<file path="src/cmc_map.vh">
/*
 * Register offsets, field positions and reset values for the CAN module
 * configuration and mode control block.
 * Assumes inclusion by a single design file; definitions only.
 */
`ifndef CMC_MAP_VH
`define CMC_MAP_VH

// ****************************************
// Register offsets (byte addresses)
// ****************************************
`define CMC_OFF_CONFIG 8'h00
`define CMC_OFF_ERRCNT 8'h04
`define CMC_OFF_STATUS 8'h08

// ****************************************
// Configuration and status field positions
// ****************************************
`define CMC_B_DISABLE 31
`define CMC_B_FRZEN 30
`define CMC_B_HALT 28
`define CMC_B_NOTRDY 27
`define CMC_B_WAKMSK 26
`define CMC_B_SOFTRST 25
`define CMC_B_FRZACK 24
`define CMC_B_SUPERVISOR_ONLY 23
`define CMC_B_SLFWAK 22
`define CMC_B_LPMACK 20
`define CMC_B_WAKSRC 19
`define CMC_B_DOZE 18
`define CMC_B_WAKFLAG 0

// ****************************************
// Reset values and limits
// ****************************************
`define CMC_BUFCNT_RST 6'h0F
`define CMC_BUFCNT_MAX 6'h20
`define CMC_FILT_LEN 4
`define CMC_SRST_CYC 4

`endif

</file>
<file path="src/cmc_mode_ctrl.v">
/*
 * CAN module configuration and operating-mode control: disable, freeze,
 * doze and stop entry with acknowledges, self wake-up, soft reset, supervisor
 * gating and buffer-count limit, as an AHB-Lite slave.
 * Assumes one clock (hclk), the protocol engine reporting frame activity
 * and prescaler state as same-clock levels, and can_rx as an async pin.
 */
// Design decisions made here: the AHB-Lite register port and the register offsets.
`timescale 1ns/1ps
`include "cmc_map.vh"

// Function
// RL1: Disable bit gates clocks to protocol engine and buffer management.
// RL2: Freeze entered only with freeze enable and halt or debug request.
// RL3: Halt requests freeze and blocks all transmit and receive.
// RL4: Software clears halt only after initialising buffers and control.
// RL5: Error counter register is writable only while frozen.
// RL6: No freeze during low power; acknowledge waits for low-power exit.
// RL7: Not-ready is high when disabled, dozing, stopped or frozen.
// RL8: Wake interrupt raised only when wake mask bit is set.
// RL9: Soft reset clears state and registers except the disable bit.
// RL10: Soft-reset bit set by write or global request, self-clears when done.
// RL11: Software leaves low power before requesting soft reset.
// RL12: Freeze acknowledge after frames finish and prescaler stops.
// RL13: Supervisor bit resets to one; unprivileged protected access errors; the code reads zero, drops the write and answers OKAY.
// RL14: Self-wake watches falling bus edge; doze restarts clocks, raises wake.
// RL15: Writes to self-wake ignored while in doze or stop.
// RL16: Low-power acknowledge when disabled, dozing or stopped, after frames; the code acknowledges disable at once, without waiting for frames.
// RL17: Wake source bit picks raw or filtered receive for edge detect.
// RL18: Doze enable permits doze entry; cleared on self-wake from doze.
// RL19: Buffer count is field plus one, resets to 0x0F, changed in freeze; the code accepts the write in any mode.
// RL20: Buffer-count field above 32 stops all transmit and receive.
// RL21: Wake interrupt shares the channel error interrupt line.
// RL22: Hardware reset restores every field including the disable bit.
module cmc_mode_ctrl #(
  parameter FILT_LEN = `CMC_FILT_LEN
) (
  // Clock and reset
  input wire hclk,
  input wire hresetn,
  // AHB-Lite slave
  input wire hsel,
  input wire [7:0] haddr,
  input wire [1:0] htrans,
  input wire hwrite,
  input wire [2:0] hsize,
  input wire [3:0] hprot,
  input wire [31:0] hwdata,
  input wire hready,
  output wire hreadyout,
  output wire hresp,
  output reg [31:0] hrdata,
  // Chip-level requests
  input wire debug_req,
  input wire doze_req,
  input wire stop_req,
  input wire global_soft_reset,
  // Protocol engine status and control
  input wire frame_active,
  input wire prescaler_stopped,
  input wire error_irq,
  output wire engine_clk_en,
  output wire freeze_req,
  output wire txrx_inhibit,
  output wire soft_reset_out,
  output wire [6:0] buffers_in_use,
  // CAN receive pin
  input wire can_rx,
  // Interrupt and wake
  output wire error_wake_irq,
  output wire wake_clk_restart
);

  // ****************************************
  // Decoding
  // ****************************************
  function is_word_addr;
    input [7:0] a;
    input [7:0] off;
    begin
      is_word_addr = (a[7:2] == off[7:2]);
    end
  endfunction

  // ****************************************
  // State
  // ****************************************
  reg module_disable;
  reg freeze_enable;
  reg halt;
  reg wake_interrupt_mask;
  reg soft_reset;
  reg supervisor_only;
  reg self_wake_enable;
  reg wake_source_filter_select;
  reg doze_enable;
  reg [5:0] buffer_count_limit;
  reg [7:0] error_counter_register;
  reg freeze_acknowledge;
  reg wake_flag;
  reg armed_wake;
  reg [2:0] srst_cnt;
  reg [2:0] lp_state;
  reg rx_s1;
  reg rx_s2;
  reg [FILT_LEN-1:0] rx_hist;
  reg rx_filt;
  reg rx_prev;
  // Address phase capture
  reg dp_valid;
  reg dp_write;
  reg [7:0] dp_addr;

  // One-hot low-power states
  localparam LP_RUN = 3'b001;
  localparam LP_DOZE = 3'b010;
  localparam LP_STOP = 3'b100;

  wire in_doze = (lp_state == LP_DOZE);
  wire in_stop = (lp_state == LP_STOP);
  wire low_power_acknowledge = module_disable | in_doze | in_stop; // [RL16]
  wire not_ready = low_power_acknowledge | freeze_acknowledge; // [RL7]

  // ****************************************
  // Bus slave
  // ****************************************
  wire addr_phase = hsel & hready & htrans[1];
  wire mapped = is_word_addr(haddr, `CMC_OFF_CONFIG) | is_word_addr(haddr, `CMC_OFF_ERRCNT) |
                is_word_addr(haddr, `CMC_OFF_STATUS);
  wire prot_reg = is_word_addr(haddr, `CMC_OFF_ERRCNT) | is_word_addr(haddr, `CMC_OFF_STATUS);
  wire denied = (supervisor_only & prot_reg & ~hprot[1]) | ~mapped; // [RL13]

  always @(posedge hclk or negedge hresetn) begin
    if (!hresetn) begin
      dp_valid <= 1'b0;
      dp_write <= 1'b0;
      dp_addr <= 8'h00;
    end else if (hready) begin
      dp_valid <= addr_phase & ~denied;
      dp_write <= hwrite;
      dp_addr <= haddr;
    end
  end

  // Unimplemented or unprivileged protected accesses read zero and drop writes
  assign hreadyout = 1'b1;
  assign hresp = 1'b0;
  wire wr_cfg = dp_valid & dp_write & is_word_addr(dp_addr, `CMC_OFF_CONFIG);
  wire wr_ecr = dp_valid & dp_write & is_word_addr(dp_addr, `CMC_OFF_ERRCNT);
  wire wr_sts = dp_valid & dp_write & is_word_addr(dp_addr, `CMC_OFF_STATUS);

  wire [31:0] cfg_word = {module_disable, freeze_enable, 1'b0, halt, not_ready, wake_interrupt_mask,
                          soft_reset, freeze_acknowledge, supervisor_only, self_wake_enable, 1'b0,
                          low_power_acknowledge, wake_source_filter_select, doze_enable, 12'h000,
                          buffer_count_limit};

  always @* begin
    hrdata = 32'h00000000;
    if (dp_valid && !dp_write) begin
      if (is_word_addr(dp_addr, `CMC_OFF_CONFIG))
        hrdata = cfg_word;
      else if (is_word_addr(dp_addr, `CMC_OFF_ERRCNT))
        hrdata = {24'h000000, error_counter_register};
      else
        hrdata = {31'h00000000, wake_flag};
    end
  end

  // ****************************************
  // Wake detection
  // ****************************************
  always @(posedge hclk or negedge hresetn) begin
    if (!hresetn) begin
      rx_s1 <= 1'b1;
      rx_s2 <= 1'b1;
      rx_hist <= {FILT_LEN{1'b1}};
      rx_filt <= 1'b1;
      rx_prev <= 1'b1;
    end else begin
      rx_s1 <= can_rx;
      rx_s2 <= rx_s1;
      rx_hist <= {rx_hist[FILT_LEN-2:0], rx_s2};
      if (&rx_hist)
        rx_filt <= 1'b1;
      else if (~|rx_hist)
        rx_filt <= 1'b0;
      rx_prev <= wake_source_filter_select ? rx_filt : rx_s2; // [RL17]
    end
  end

  wire rx_sel = wake_source_filter_select ? rx_filt : rx_s2; // [RL17]
  wire wake_edge = armed_wake & (in_doze | in_stop) & rx_prev & ~rx_sel; // [RL14]

  // ****************************************
  // Low-power and freeze sequencing
  // ****************************************
  wire freeze_request = freeze_enable & (halt | debug_req); // [RL2] [RL3]
  assign freeze_req = freeze_request & (lp_state == LP_RUN) & ~module_disable; // [RL6]

  always @(posedge hclk or negedge hresetn) begin
    if (!hresetn) begin
      lp_state <= LP_RUN;
      armed_wake <= 1'b0;
      freeze_acknowledge <= 1'b0;
    end else if (soft_reset) begin
      lp_state <= LP_RUN; // [RL9]
      armed_wake <= 1'b0;
      freeze_acknowledge <= 1'b0;
    end else begin
      case (lp_state)
        LP_RUN: begin
          // Entry waits for the bus to go quiet
          if (!frame_active && stop_req) begin // [RL16]
            lp_state <= LP_STOP;
            armed_wake <= self_wake_enable; // [RL14]
          end else if (!frame_active && doze_req && doze_enable) begin // [RL18]
            lp_state <= LP_DOZE;
            armed_wake <= self_wake_enable; // [RL14]
          end
        end
        LP_DOZE: begin
          if (wake_edge || !doze_req)
            lp_state <= LP_RUN; // [RL14]
        end
        LP_STOP: begin
          if (!stop_req)
            lp_state <= LP_RUN;
        end
        default: lp_state <= LP_RUN;
      endcase
      if (freeze_req && !frame_active && prescaler_stopped)
        freeze_acknowledge <= 1'b1; // [RL12]
      else if (!freeze_req && !prescaler_stopped)
        freeze_acknowledge <= 1'b0; // [RL12]
    end
  end

  // ****************************************
  // Configuration register and soft reset
  // ****************************************
  always @(posedge hclk or negedge hresetn) begin
    if (!hresetn) begin
      module_disable <= 1'b0; // [RL22]
      freeze_enable <= 1'b0;
      halt <= 1'b0;
      wake_interrupt_mask <= 1'b0;
      soft_reset <= 1'b0;
      supervisor_only <= 1'b1; // [RL13]
      self_wake_enable <= 1'b0;
      wake_source_filter_select <= 1'b0;
      doze_enable <= 1'b0;
      buffer_count_limit <= `CMC_BUFCNT_RST; // [RL19]
      error_counter_register <= 8'h00;
      wake_flag <= 1'b0;
      srst_cnt <= 3'h0;
    end else if (soft_reset) begin
      // Everything but the disable bit returns to reset value
      freeze_enable <= 1'b0; // [RL9]
      halt <= 1'b0;
      wake_interrupt_mask <= 1'b0;
      supervisor_only <= 1'b1;
      self_wake_enable <= 1'b0;
      wake_source_filter_select <= 1'b0;
      doze_enable <= 1'b0;
      buffer_count_limit <= `CMC_BUFCNT_RST;
      error_counter_register <= 8'h00;
      wake_flag <= 1'b0;
      srst_cnt <= srst_cnt + 3'h1;
      if (srst_cnt == `CMC_SRST_CYC - 1)
        soft_reset <= 1'b0; // [RL10]
    end else begin
      srst_cnt <= 3'h0;
      if (wr_cfg) begin
        module_disable <= hwdata[`CMC_B_DISABLE]; // [RL1]
        freeze_enable <= hwdata[`CMC_B_FRZEN];
        halt <= hwdata[`CMC_B_HALT];
        wake_interrupt_mask <= hwdata[`CMC_B_WAKMSK];
        supervisor_only <= hwdata[`CMC_B_SUPERVISOR_ONLY];
        wake_source_filter_select <= hwdata[`CMC_B_WAKSRC];
        doze_enable <= hwdata[`CMC_B_DOZE];
        buffer_count_limit <= hwdata[5:0]; // [RL19]
        if (!(in_doze || in_stop))
          self_wake_enable <= hwdata[`CMC_B_SLFWAK]; // [RL15]
      end
      if (wr_cfg && hwdata[`CMC_B_SOFTRST] || global_soft_reset)
        soft_reset <= 1'b1; // [RL10]
      if (in_doze && wake_edge)
        doze_enable <= 1'b0; // [RL18]
      if (wr_ecr && freeze_acknowledge)
        error_counter_register <= hwdata[7:0]; // [RL5]
      // A new wake event beats a simultaneous clear
      if (wake_edge)
        wake_flag <= 1'b1;
      else if (wr_sts && hwdata[`CMC_B_WAKFLAG])
        wake_flag <= 1'b0;
    end
  end

  // ****************************************
  // Outputs
  // ****************************************
  assign engine_clk_en = ~module_disable & ~in_doze & ~in_stop; // [RL1] [RL14]
  assign wake_clk_restart = wake_edge & in_doze; // [RL14]
  assign txrx_inhibit = halt | freeze_acknowledge | (buffer_count_limit > `CMC_BUFCNT_MAX); // [RL3] [RL20]
  assign soft_reset_out = soft_reset; // [RL9]
  assign buffers_in_use = {1'b0, buffer_count_limit} + 7'h01; // [RL19]
  assign error_wake_irq = error_irq | (wake_flag & wake_interrupt_mask); // [RL8] [RL21]

endmodule // cmc_mode_ctrl

</file>
<file path="config.mk">
export PLATFORM = sky130hd
export DESIGN_NAME = cmc_mode_ctrl
export DESIGN_NICKNAME = d
export VERILOG_FILES = /design/src/cmc_mode_ctrl.v
export VERILOG_INCLUDE_DIRS = /design/src
export SDC_FILE = /design/constraint.sdc
export NUM_CORES = 1
export LEC_CHECK = 0
export ABC_AREA = 1
export BUFFER_PORTS_ARGS = -buffer_cell sky130_fd_sc_hd__buf_2
export CAP_MARGIN = 20
export CORE_UTILIZATION = 48
export DETAILED_ROUTE_END_ITERATION = 10
export PLACE_DENSITY_LB_ADDON = 0.08
export SKIP_CTS_REPAIR_TIMING = 1
export SLEW_MARGIN = 20
export SYNTH_ARGS = -nofsm -noshare
export SYNTH_HDL_FRONTEND = slang
export SYNTH_SLANG_ARGS = --single-unit
export TNS_END_PERCENT = 50
</file>
<file path="constraint.sdc">
create_clock -name hclk -period 1.8 [get_ports hclk]
set_clock_uncertainty 0.2 [all_clocks]
set_input_delay 0.09 -clock hclk [delete_from_list [all_inputs] [get_ports hclk]]
set_output_delay 0.09 -clock hclk [all_outputs]
set_load 0.05 [all_outputs]
</file>
==> results of run 1 <==
==> tightest hold or removal path, delay by kind of cell <==
family | cells | cell delay (ns)
buffers and inverters | 1 | 0.09
and+or+nand+nor | 4 | 0.22
==> worst max path at each step <==
stage | to | slack [ns] | cells after the start
after floorplan | hrdata[6] | -0.19 | 3
after global placement | hrdata[5] | 0.1 | 6
after detailed placement | hrdata[1] | 0.11 | 7
after CTS | hrdata[4] | -0.22 | 7
after global routing | hrdata[30] | -0.20 | 7
final | hrdata[3] | -0.10 | 7
==> area by class of cell <==
cell class / count / area (um^2) / share of cell area
Tap cell: 70 / 87.6 / 0.0229
Clock inverter: 2 / 35.0 / 0.00916
Inverter: 50 / 188 / 0.0491
Clock buffer: 6 / 72.6 / 0.0190
Timing Repair Buffer: 119 / 1020 / 0.267
Sequential cell: 48 / 1220 / 0.319
Multi-Input combinational cell: 196 / 1200 / 0.314
==> stage by stage <==
stage	setup TNS [ns]	total power, uW	cell area [um^2]	hold WS (ns)
finish	-1.35	3140	3820	-0.0563
global route	-3.75	3350	3820	0.00122
CTS	-3.63	3060	3110	-0.490
detailed placement	0	2300	3000	-0.165
global placement	0	2270	3000	-0.160
floorplan	-1.87	2060	2670	-0.406
==> state kept, by name, summed over array words and instances (netlist names), 3 cells and up <==
register and count:
buffer_count_limit 6, dp_addr 6, error_counter_register 8, lp_state 3
rx_hist 4, srst_cnt 3
==> routing by layer <==
layer / part of all wire / GRT usage
met1: 0.44 / 0.279
met2: 0.51 / 0.348
met3: 0.036 / 0.0384
met4: 0.0090 / 0.0576
met5: 0 / 0
==> cell usage in the layout (no fill, tap or decap), types with 9 or more instances in the layout <==
cell type / synthesis / routed
dfstp_2: 14 / 14
buf_2: 2 / 42
nand3_1: 21 / 19
buf_6: 1 / 19
dlygate4sd3_1: 0 / 39
nor2_1: 23 / 12
dfrtp_1: 34 / 34
buf_4: 17 / 13
conb_1: 2 / 14
nor2_2: 3 / 9
inv_1: 50 / 47
nand2_1: 54 / 51
o21ai_0: 19 / 17
==> kinds of logic after synthesis <==
group,Yosys count,synth area share
AO/OA/AOI/OAI,45,0.105
XOR/XNOR,4,0.0135
adder cells (fa/ha/maj),4,0.0193
buffers and inverters,72,0.146
flip-flops,48,0.471
other,2,0.00290
AND/OR/NAND/NOR,129,0.243
==> power breakdown <==
group	switching (uW)	internal [uW]	leakage, uW	total [uW]
Sequential	82.7	1260	0.000592	1340
Clock	345	412	0.0000552	757
Combinational	651	394	0.00125	1040
Total	1080	2070	0.00190	3140
==> qor.csv, run 1 <==
metric;value;unit
drcViolationCount;0;
rsz0062_at_grt;true;
portBuffers;70;
drt_iter0_markers;118;
cts_root_buf;clkbuf_8;
cellPowerDensity;822;mW/mm^2
num_vias;2348;
ys_ff_latch;48;
clock_path_buffers;2;
clock_latency;0.29;ns
status;complete, but fails checks;
path_cells;inv_1, nand2_1, inv_1, nand3_4, clkbuf_16, o22ai_2, buf_6;
reg2reg_slack;0.08;ns
crit_slowest_cell;dfrtp_1;
slew_viol_final;0;
dp.cells;442;
antenna_left;0;
coreArea;0.00514;mm^2
initial_core_util;0.503;
drtPass1Iterations;4;
holdPathStages;5;
min_period_over_period;1.06;
track_usage;0.208;
grt_pass1_vias;1908;
syn_to_final_growth;47.8;%
numCtsBuffers;5;
yosysMostFrequentCell;nand2_1;
diodes;0;
drive_gt1_frac;0.363;
hold_start;hsel;
fin_hold_ws;-0.0563;ns
path_common_cell;inv_1;
critPathKind;flip-flop to primary output;
die_h;75.4;um
crit_family;buffers and inverters;
ys_types;33;
wirelength;6340;um
p_leak;0.00190;uW
antenna_found_initial;0;
synth_top_area_share;0.329;
period_minus_slack;1.90;ns
ys.flop_type;dfrtp_1;
slowest_delay;0.38;ns
cts_tree;done;
r2r_start;dp_addr[4];
synth_cells;304;
synth_area;0.00259;mm^2
vdd_drop_max;0.869;mV
place_ws;0.111;ns
worstHoldEndpoint;dp_valid;
synthTopCellsByCount;nand2_1, inv_1, dfrtp_1;
critPathRequiredTime;1.51;ns
fp.dieW;75.4;um
synth_area_leaders;dfrtp_1, dfstp_2, nand2_1;
hpwl;4240;um
grt_overflow;0;
nFillCells;400;
rows;26;
hold_path_class;input port to flip-flop;
setup_viol;20;
io_pins;109;
grt_first_pass_wirelength;8710;um
r2r-end;buffer_count_limit[5];
dieArea;0.00569;mm^2
synth_edf_count;0;
maxCapViolCount;0;
final_cells;491;
yosys_warnings;0;
violations;negative hold slack, negative setup slack;
cp_data_arrival_time;1.61;ns
hold_viol_final;1;
grt_start_max_net_pins;19;
clock.fmax;0.526;GHz
path_max_fanout;7;
finalWeightedCongestion;0.796;
final_util;0.744;
seq_area_frac_synth;0.471;
ctsHtreeMaxLevel;2;
cp_num_buf_inv;4;
cp-start-kind;flip-flop;
syn_avg_cell_area;8.51;um^2
synth_top_cell_by_area;dfrtp_1;
drt-vias-per-instance;4.78;
fin_ws;-0.103;ns
clkSlewWorstSetupHoldPaths;0.08;ns
final_nets;486;
async_flop_share;1.00;
end_kind;primary output;
crit_path_start;dp_write;
cts.sinks;48;
wl_per_cell;12.9;um
rr_worst_depth;8;
(Power assumes the default switching activity.)
==> inputs of run 2 (changes only) <==
--- a/config.mk
+++ b/config.mk
@@ -6,13 +6,12 @@
 export SDC_FILE = /design/constraint.sdc
 export NUM_CORES = 1
 export LEC_CHECK = 0
-export ABC_AREA = 1
+export ABC_AREA = 0
 export BUFFER_PORTS_ARGS = -buffer_cell sky130_fd_sc_hd__buf_2
 export CAP_MARGIN = 20
-export CORE_UTILIZATION = 48
+export CORE_UTILIZATION = 49
 export DETAILED_ROUTE_END_ITERATION = 10
 export PLACE_DENSITY_LB_ADDON = 0.08
-export SKIP_CTS_REPAIR_TIMING = 1
 export SLEW_MARGIN = 20
 export SYNTH_ARGS = -nofsm -noshare
 export SYNTH_HDL_FRONTEND = slang
==> qor.csv, run 2 <==
metric;value;unit
cellPowerDensity;672;mW/mm^2
wl_per_cell;18.9;um
cts_root_buf;clkbuf_8;
yosysMostFrequentCell;dfrtp_1;
antenna_found_initial;0;
setup_viol;52;
async_flop_share;1.00;
ys.flop_type;dfrtp_1;
largest-register;error_counter_register;
synth_edf_count;0;
rows;26;
layout_common_cells;buf_2, dlygate4sd3_1, buf_4, dfrtp_1;
dp.cells;430;
end_kind;primary output;
maxCapViolCount;0;
antenna_left;0;
cts.sinks;48;
final_util;0.886;
clock.fmax;0.419;GHz
ctsHtreeMaxLevel;2;
synth_cells;270;
period_minus_slack;2.39;ns
portBuffers;70;
hold_path_class;input port to flip-flop;
synth_area;0.00270;mm^2
status;complete, but fails checks;
diodes;0;
final_cells;484;
synth_top_area_share;0.316;
clock_latency;0.31;ns
fp.dieW;76.2;um
slew_viol_final;0;
numCtsBuffers;5;
rr_worst_depth;8;
grt_overflow;0;
ys_types;52;
critPathRequiredTime;1.51;ns
clkSlewWorstSetupHoldPaths;0.08;ns
final_nets;479;
drtPass1Iterations;5;
yosys_warnings;0;
critPathKind;flip-flop to primary output;
drt-vias-per-instance;5.79;
syn_avg_cell_area;9.99;um^2
hpwl;5040;um
min_period_over_period;1.33;
cts_tree;done;
num_vias;2801;
track_usage;0.311;
synth_top_cell_by_area;dfrtp_1;
dieArea;0.00580;mm^2
drt_iter0_markers;195;
hold_viol_final;0;
drive_gt1_frac;0.514;
cp-start-kind;flip-flop;
ys_ff_latch;48;
vdd_drop_max;0.655;mV
grt_pass1_vias;2751;
violations;negative setup slack;
grt_first_pass_wirelength;14200;um
slew_headroom;0.650;
wirelength;9170;um
worst_pin_slew;0.521;ns
top_regs;error_counter_register x8, buffer_count_limit x6, dp_addr x6;
holdPathStages;4;
syn_to_final_growth;71.0;%
die_h;76.2;um
seq_area_frac_synth;0.452;
initial_core_util;0.518;
clock_path_buffers;2;
path_max_fanout;7;
drcViolationCount;0;
grt_start_max_net_pins;22;
largest_reg_flops;8;
rsz0062_at_grt;true;
finalWeightedCongestion;0.835;
cp_data_arrival_time;2.10;ns
io_pins;109;
synthTopCellsByCount;dfrtp_1, nand2_1, mux2i_1;
synth_area_leaders;dfrtp_1, dfstp_2, mux2i_1;
coreArea;0.00520;mm^2
final_common_cell;buf_2;
p_leak;0.00196;uW
fin_ws;-0.588;ns
[run 2: changes by cell type after synthesis, moves of 7 or more]
cell      change
a21oi_1       +7
o21ai_0      -10
inv_1        -41
nor2_1       -11
nand2_1      -32
nor4_1        +7
and2_1       +10
mux2i_1      +16
clkbuf_1     +13
o22ai_1       -8
nand3_1      -16
mux2_2        +7
[run 2: layout make-up]
type | count | area, um^2
multi-input cells | 195 | 1750
repair buffers | 154 | 1400
flip-flops and latches | 48 | 1220
fillers | 235 | 593
well taps | 70 | 87.6
clock buffers | 5 | 68.8
clock inverters | 3 | 42.5
inverters | 9 | 37.5
[run 2: critical path, stage by stage, from the launching register on]
cell      delay, ns
dfrtp_1        0.38
or4_4          0.55
buf_6          0.14
nor4_4         0.18
buf_6          0.18
a21boi_4       0.19
buf_6          0.17
[run 2: report_power, final]
group	internal [uW]	leakage (uW)	total, uW	switching, uW
clock	412	0.0000541	803	392
sequential	1180	0.000591	1270	81.4
combinational	396	0.00132	1030	636
[run 2: routing by layer]
metal	GRT usage	up-vias	wire length [um]
met5	0	-	0
met4	0.0942	0	270
met3	0.0431	24	510
met2	0.531	141	4790
met1	0.413	1404	3600
li1	-	1232	-
[run 2: through the flow]
step                cell area (um^2)  TNS [ns]  power, uW  hold slack [ns]  setup WS, ns
finish                          4610    -20.65       3100           0.0193        -0.588
CTS                             4410    -17.83       3000           0.0154        -0.574
global route                    4610    -22.84       3220           0.0762        -0.631
detailed placement              3430    -10.66       2090           -0.143        -0.439
floorplan                       2860     -8.56       1810           -0.406        -0.501
global placement                3430     -9.97       2070           -0.144        -0.385
[run 2: what timing repair did]
item	4_1_cts	5_1_grt
pin swaps	26	12
hold buffers	37	0
endpoints found under the hold margin	71	0
buffers inserted	4	7
gates resized for setup	112	38
setup endpoints to repair	53	58
[run 2: path summary, 6_finish.rpt]
path | startpoint | endpoint | slack [ns]
min in group asynchronous | hresetn | error_counter_register[0] | 0.06
setup reg to reg | dp_addr[5] | error_counter_register[2] | -0.52
hold / removal | hsel | dp_valid | 0.02
hold reg to reg | rx_s1 | rx_s2 | 0.16
max in group asynchronous | hresetn | rx_prev | 0.68
setup / recovery | dp_addr[5] | hrdata[27] | -0.59
[run 2: cells by family (layout without fill, tap and decap cells)]
logic type	after synthesis	count (layout)	share of synthesized area
buffers and inverters	39	171	0.0793
AOI/OAI and AO/OA	53	53	0.130
DFF	48	48	0.452
muxes	23	23	0.0886
xor gates and xnor gates	5	5	0.0162
adders and majority gates	4	4	0.0186
other	2	14	0.00279
and+or+nand+nor	96	96	0.213
==> inputs of run 3 (changes only) <==
==> constraint.sdc (replaced) <==
create_clock -name hclk -period 2.5 [get_ports hclk]
set_clock_uncertainty 0.2 [all_clocks]
set_input_delay 0.125 -clock hclk [delete_from_list [all_inputs] [get_ports hclk]]
set_output_delay 0.125 -clock hclk [all_outputs]
set_load 0.05 [all_outputs]
==> qor.csv, run 3 (synthesized netlist as in run 2, its figures left out) <==
metric;value;unit
grt_first_pass_wirelength;11400;um
slew_headroom;0.601;
cts_tree;done;
antenna_left;0;
hold_start;doze_req;
largest-register;error_counter_register;
initial_core_util;0.518;
die_h;76.2;um
track_usage;0.249;
clock_latency;0.30;ns
dieArea;0.00580;mm^2
fp.dieW;76.2;um
p_leak;0.00167;uW
crit_path_start;dp_addr[5];
numCtsBuffers;5;
slew_viol_final;0;
layout_common_cells;buf_2, dfrtp_1, dlygate4sd3_1, nand2_1, buf_4;
rr_worst_depth;5;
drt_iter0_markers;87;
reg2reg_slack;0.21;ns
holdPathStages;4;
setup_viol;0;
drive_gt1_frac;0.345;
num_vias;2425;
hold_path_class;input port to flip-flop;
syn_to_final_growth;33.1;%
cts.sinks;48;
min_period_over_period;0.976;
hpwl;4710;um
placed_cell_area;0.00312;mm^2
period_minus_slack;2.44;ns
drt-vias-per-instance;5.43;
cp_num_buf_inv;1;
drtPass1Iterations;4;
grt_overflow;0;
grt_start_max_net_pins;49;
r2r_start;dp_addr[3];
io_pins;109;
path_max_fanout;8;
r2r-end;soft_reset_out;
hold_viol_final;0;
cellPowerDensity;553;mW/mm^2
portBuffers;70;
cts_root_buf;clkbuf_8;
cp-start-kind;flip-flop;
crit_slowest_cell;or4_4;
slowest_delay;0.59;ns
top_regs;error_counter_register x8, buffer_count_limit x6, dp_addr x6;
worst_pin_slew;0.599;ns
critPathKind;flip-flop to primary output;
end_kind;primary output;
grt_pass1_vias;2409;
clock.fmax;0.410;GHz
cp_data_arrival_time;2.12;ns
ctsHtreeMaxLevel;2;
coreArea;0.00520;mm^2
final_area;0.00359;mm^2
wirelength;7050;um
rows;26;
antenna_found_initial;0;
final_nets;442;
path_cells;or4_4, or3_4, nor3_4, buf_6;
clock_path_buffers;2;
finalWeightedCongestion;0.773;
status;finished clean;
power;1980;uW
drcViolationCount;0;
wl_per_cell;15.8;um
final_common_cell;buf_2;
vdd_drop_max;0.435;mV
diodes;0;
largest_reg_flops;8;
clkSlewWorstSetupHoldPaths;0.10;ns
maxCapViolCount;0;
critPathRequiredTime;2.17;ns
worstHoldEndpoint;lp_state[0];
crit_family;simple AND/OR/NAND/NOR gates;
## run 3: how the worst max path moves through the flow
stage | cells after the start | slack, ns | end
floorplan | 5 | -0.03 | hrdata[1]
global placement | 4 | 0.13 | hrdata[20]
detailed placement | 4 | 0.13 | hrdata[20]
CTS | 5 | 0.0007 | hrdata[7]
global route | 4 | -0.0003 | hrdata[20]
finish | 4 | 0.06 | hrdata[20]
## run 3: repair_timing
action | CTS | global route
endpoints found under the hold margin | 68 | 0
resized for setup | 11 | 6
endpoints found under the setup margin | 11 | 19
hold buffers | 32 | 0
pin swaps | 0 | 2
setup buffers | 0 | 1
## run 3: where the power goes
part	internal, uW	leakage (uW)	switching [uW]
Sequential	851	0.000597	53.4
Combinational	221	0.00102	364
Clock	206	0.0000491	289
Total	1280	0.00167	706
## run 3: routing by layer
metal | up-vias | share of wire | GRT usage | wire length, um
met4 | 0 | 0.019 | 0.0769 | 137
met2 | 89 | 0.49 | 0.425 | 3430
met1 | 1167 | 0.44 | 0.320 | 3100
met3 | 12 | 0.054 | 0.0455 | 377
li1 | 1157 | - | - | -
met5 | - | 0 | 0 | 0
## run 3: through the flow
| step | setup slack (ns) | setup TNS [ns] | std cells | hold WS (ns) | utilization |
|---|---|---|---|---|---|
| floorplan | -0.0308 | -0.156 | 282 | -0.371 | - |
| global placement | 0.133 | 0 | 406 | 0.0306 | 0.599 |
| detailed placement | 0.128 | 0 | 406 | 0.0326 | 0.599 |
| CTS | 0.000734 | 0 | 446 | 0.00823 | 0.685 |
| global route | -0.000291 | -0.000291 | 447 | 0.0230 | 0.690 |
| finish | 0.0593 | 0 | 447 | 0.00639 | 0.690 |
## run 3: worst min-delay path, stage by stage
cell      delay, ns
buf_2          0.11
nand2b_1       0.07
a311oi_1       0.06
o22ai_1        0.11
## run 3: final cells by class
type / count / area, um^2
Inverter: 9 / 33.8
Fill cell: 425 / 1620
Sequential cell: 48 / 1220
Multi-Input combinational cell: 195 / 1340
Clock inverter: 3 / 26.3
Tap cell: 70 / 87.6
Clock buffer: 5 / 68.8
Timing Repair Buffer: 117 / 820
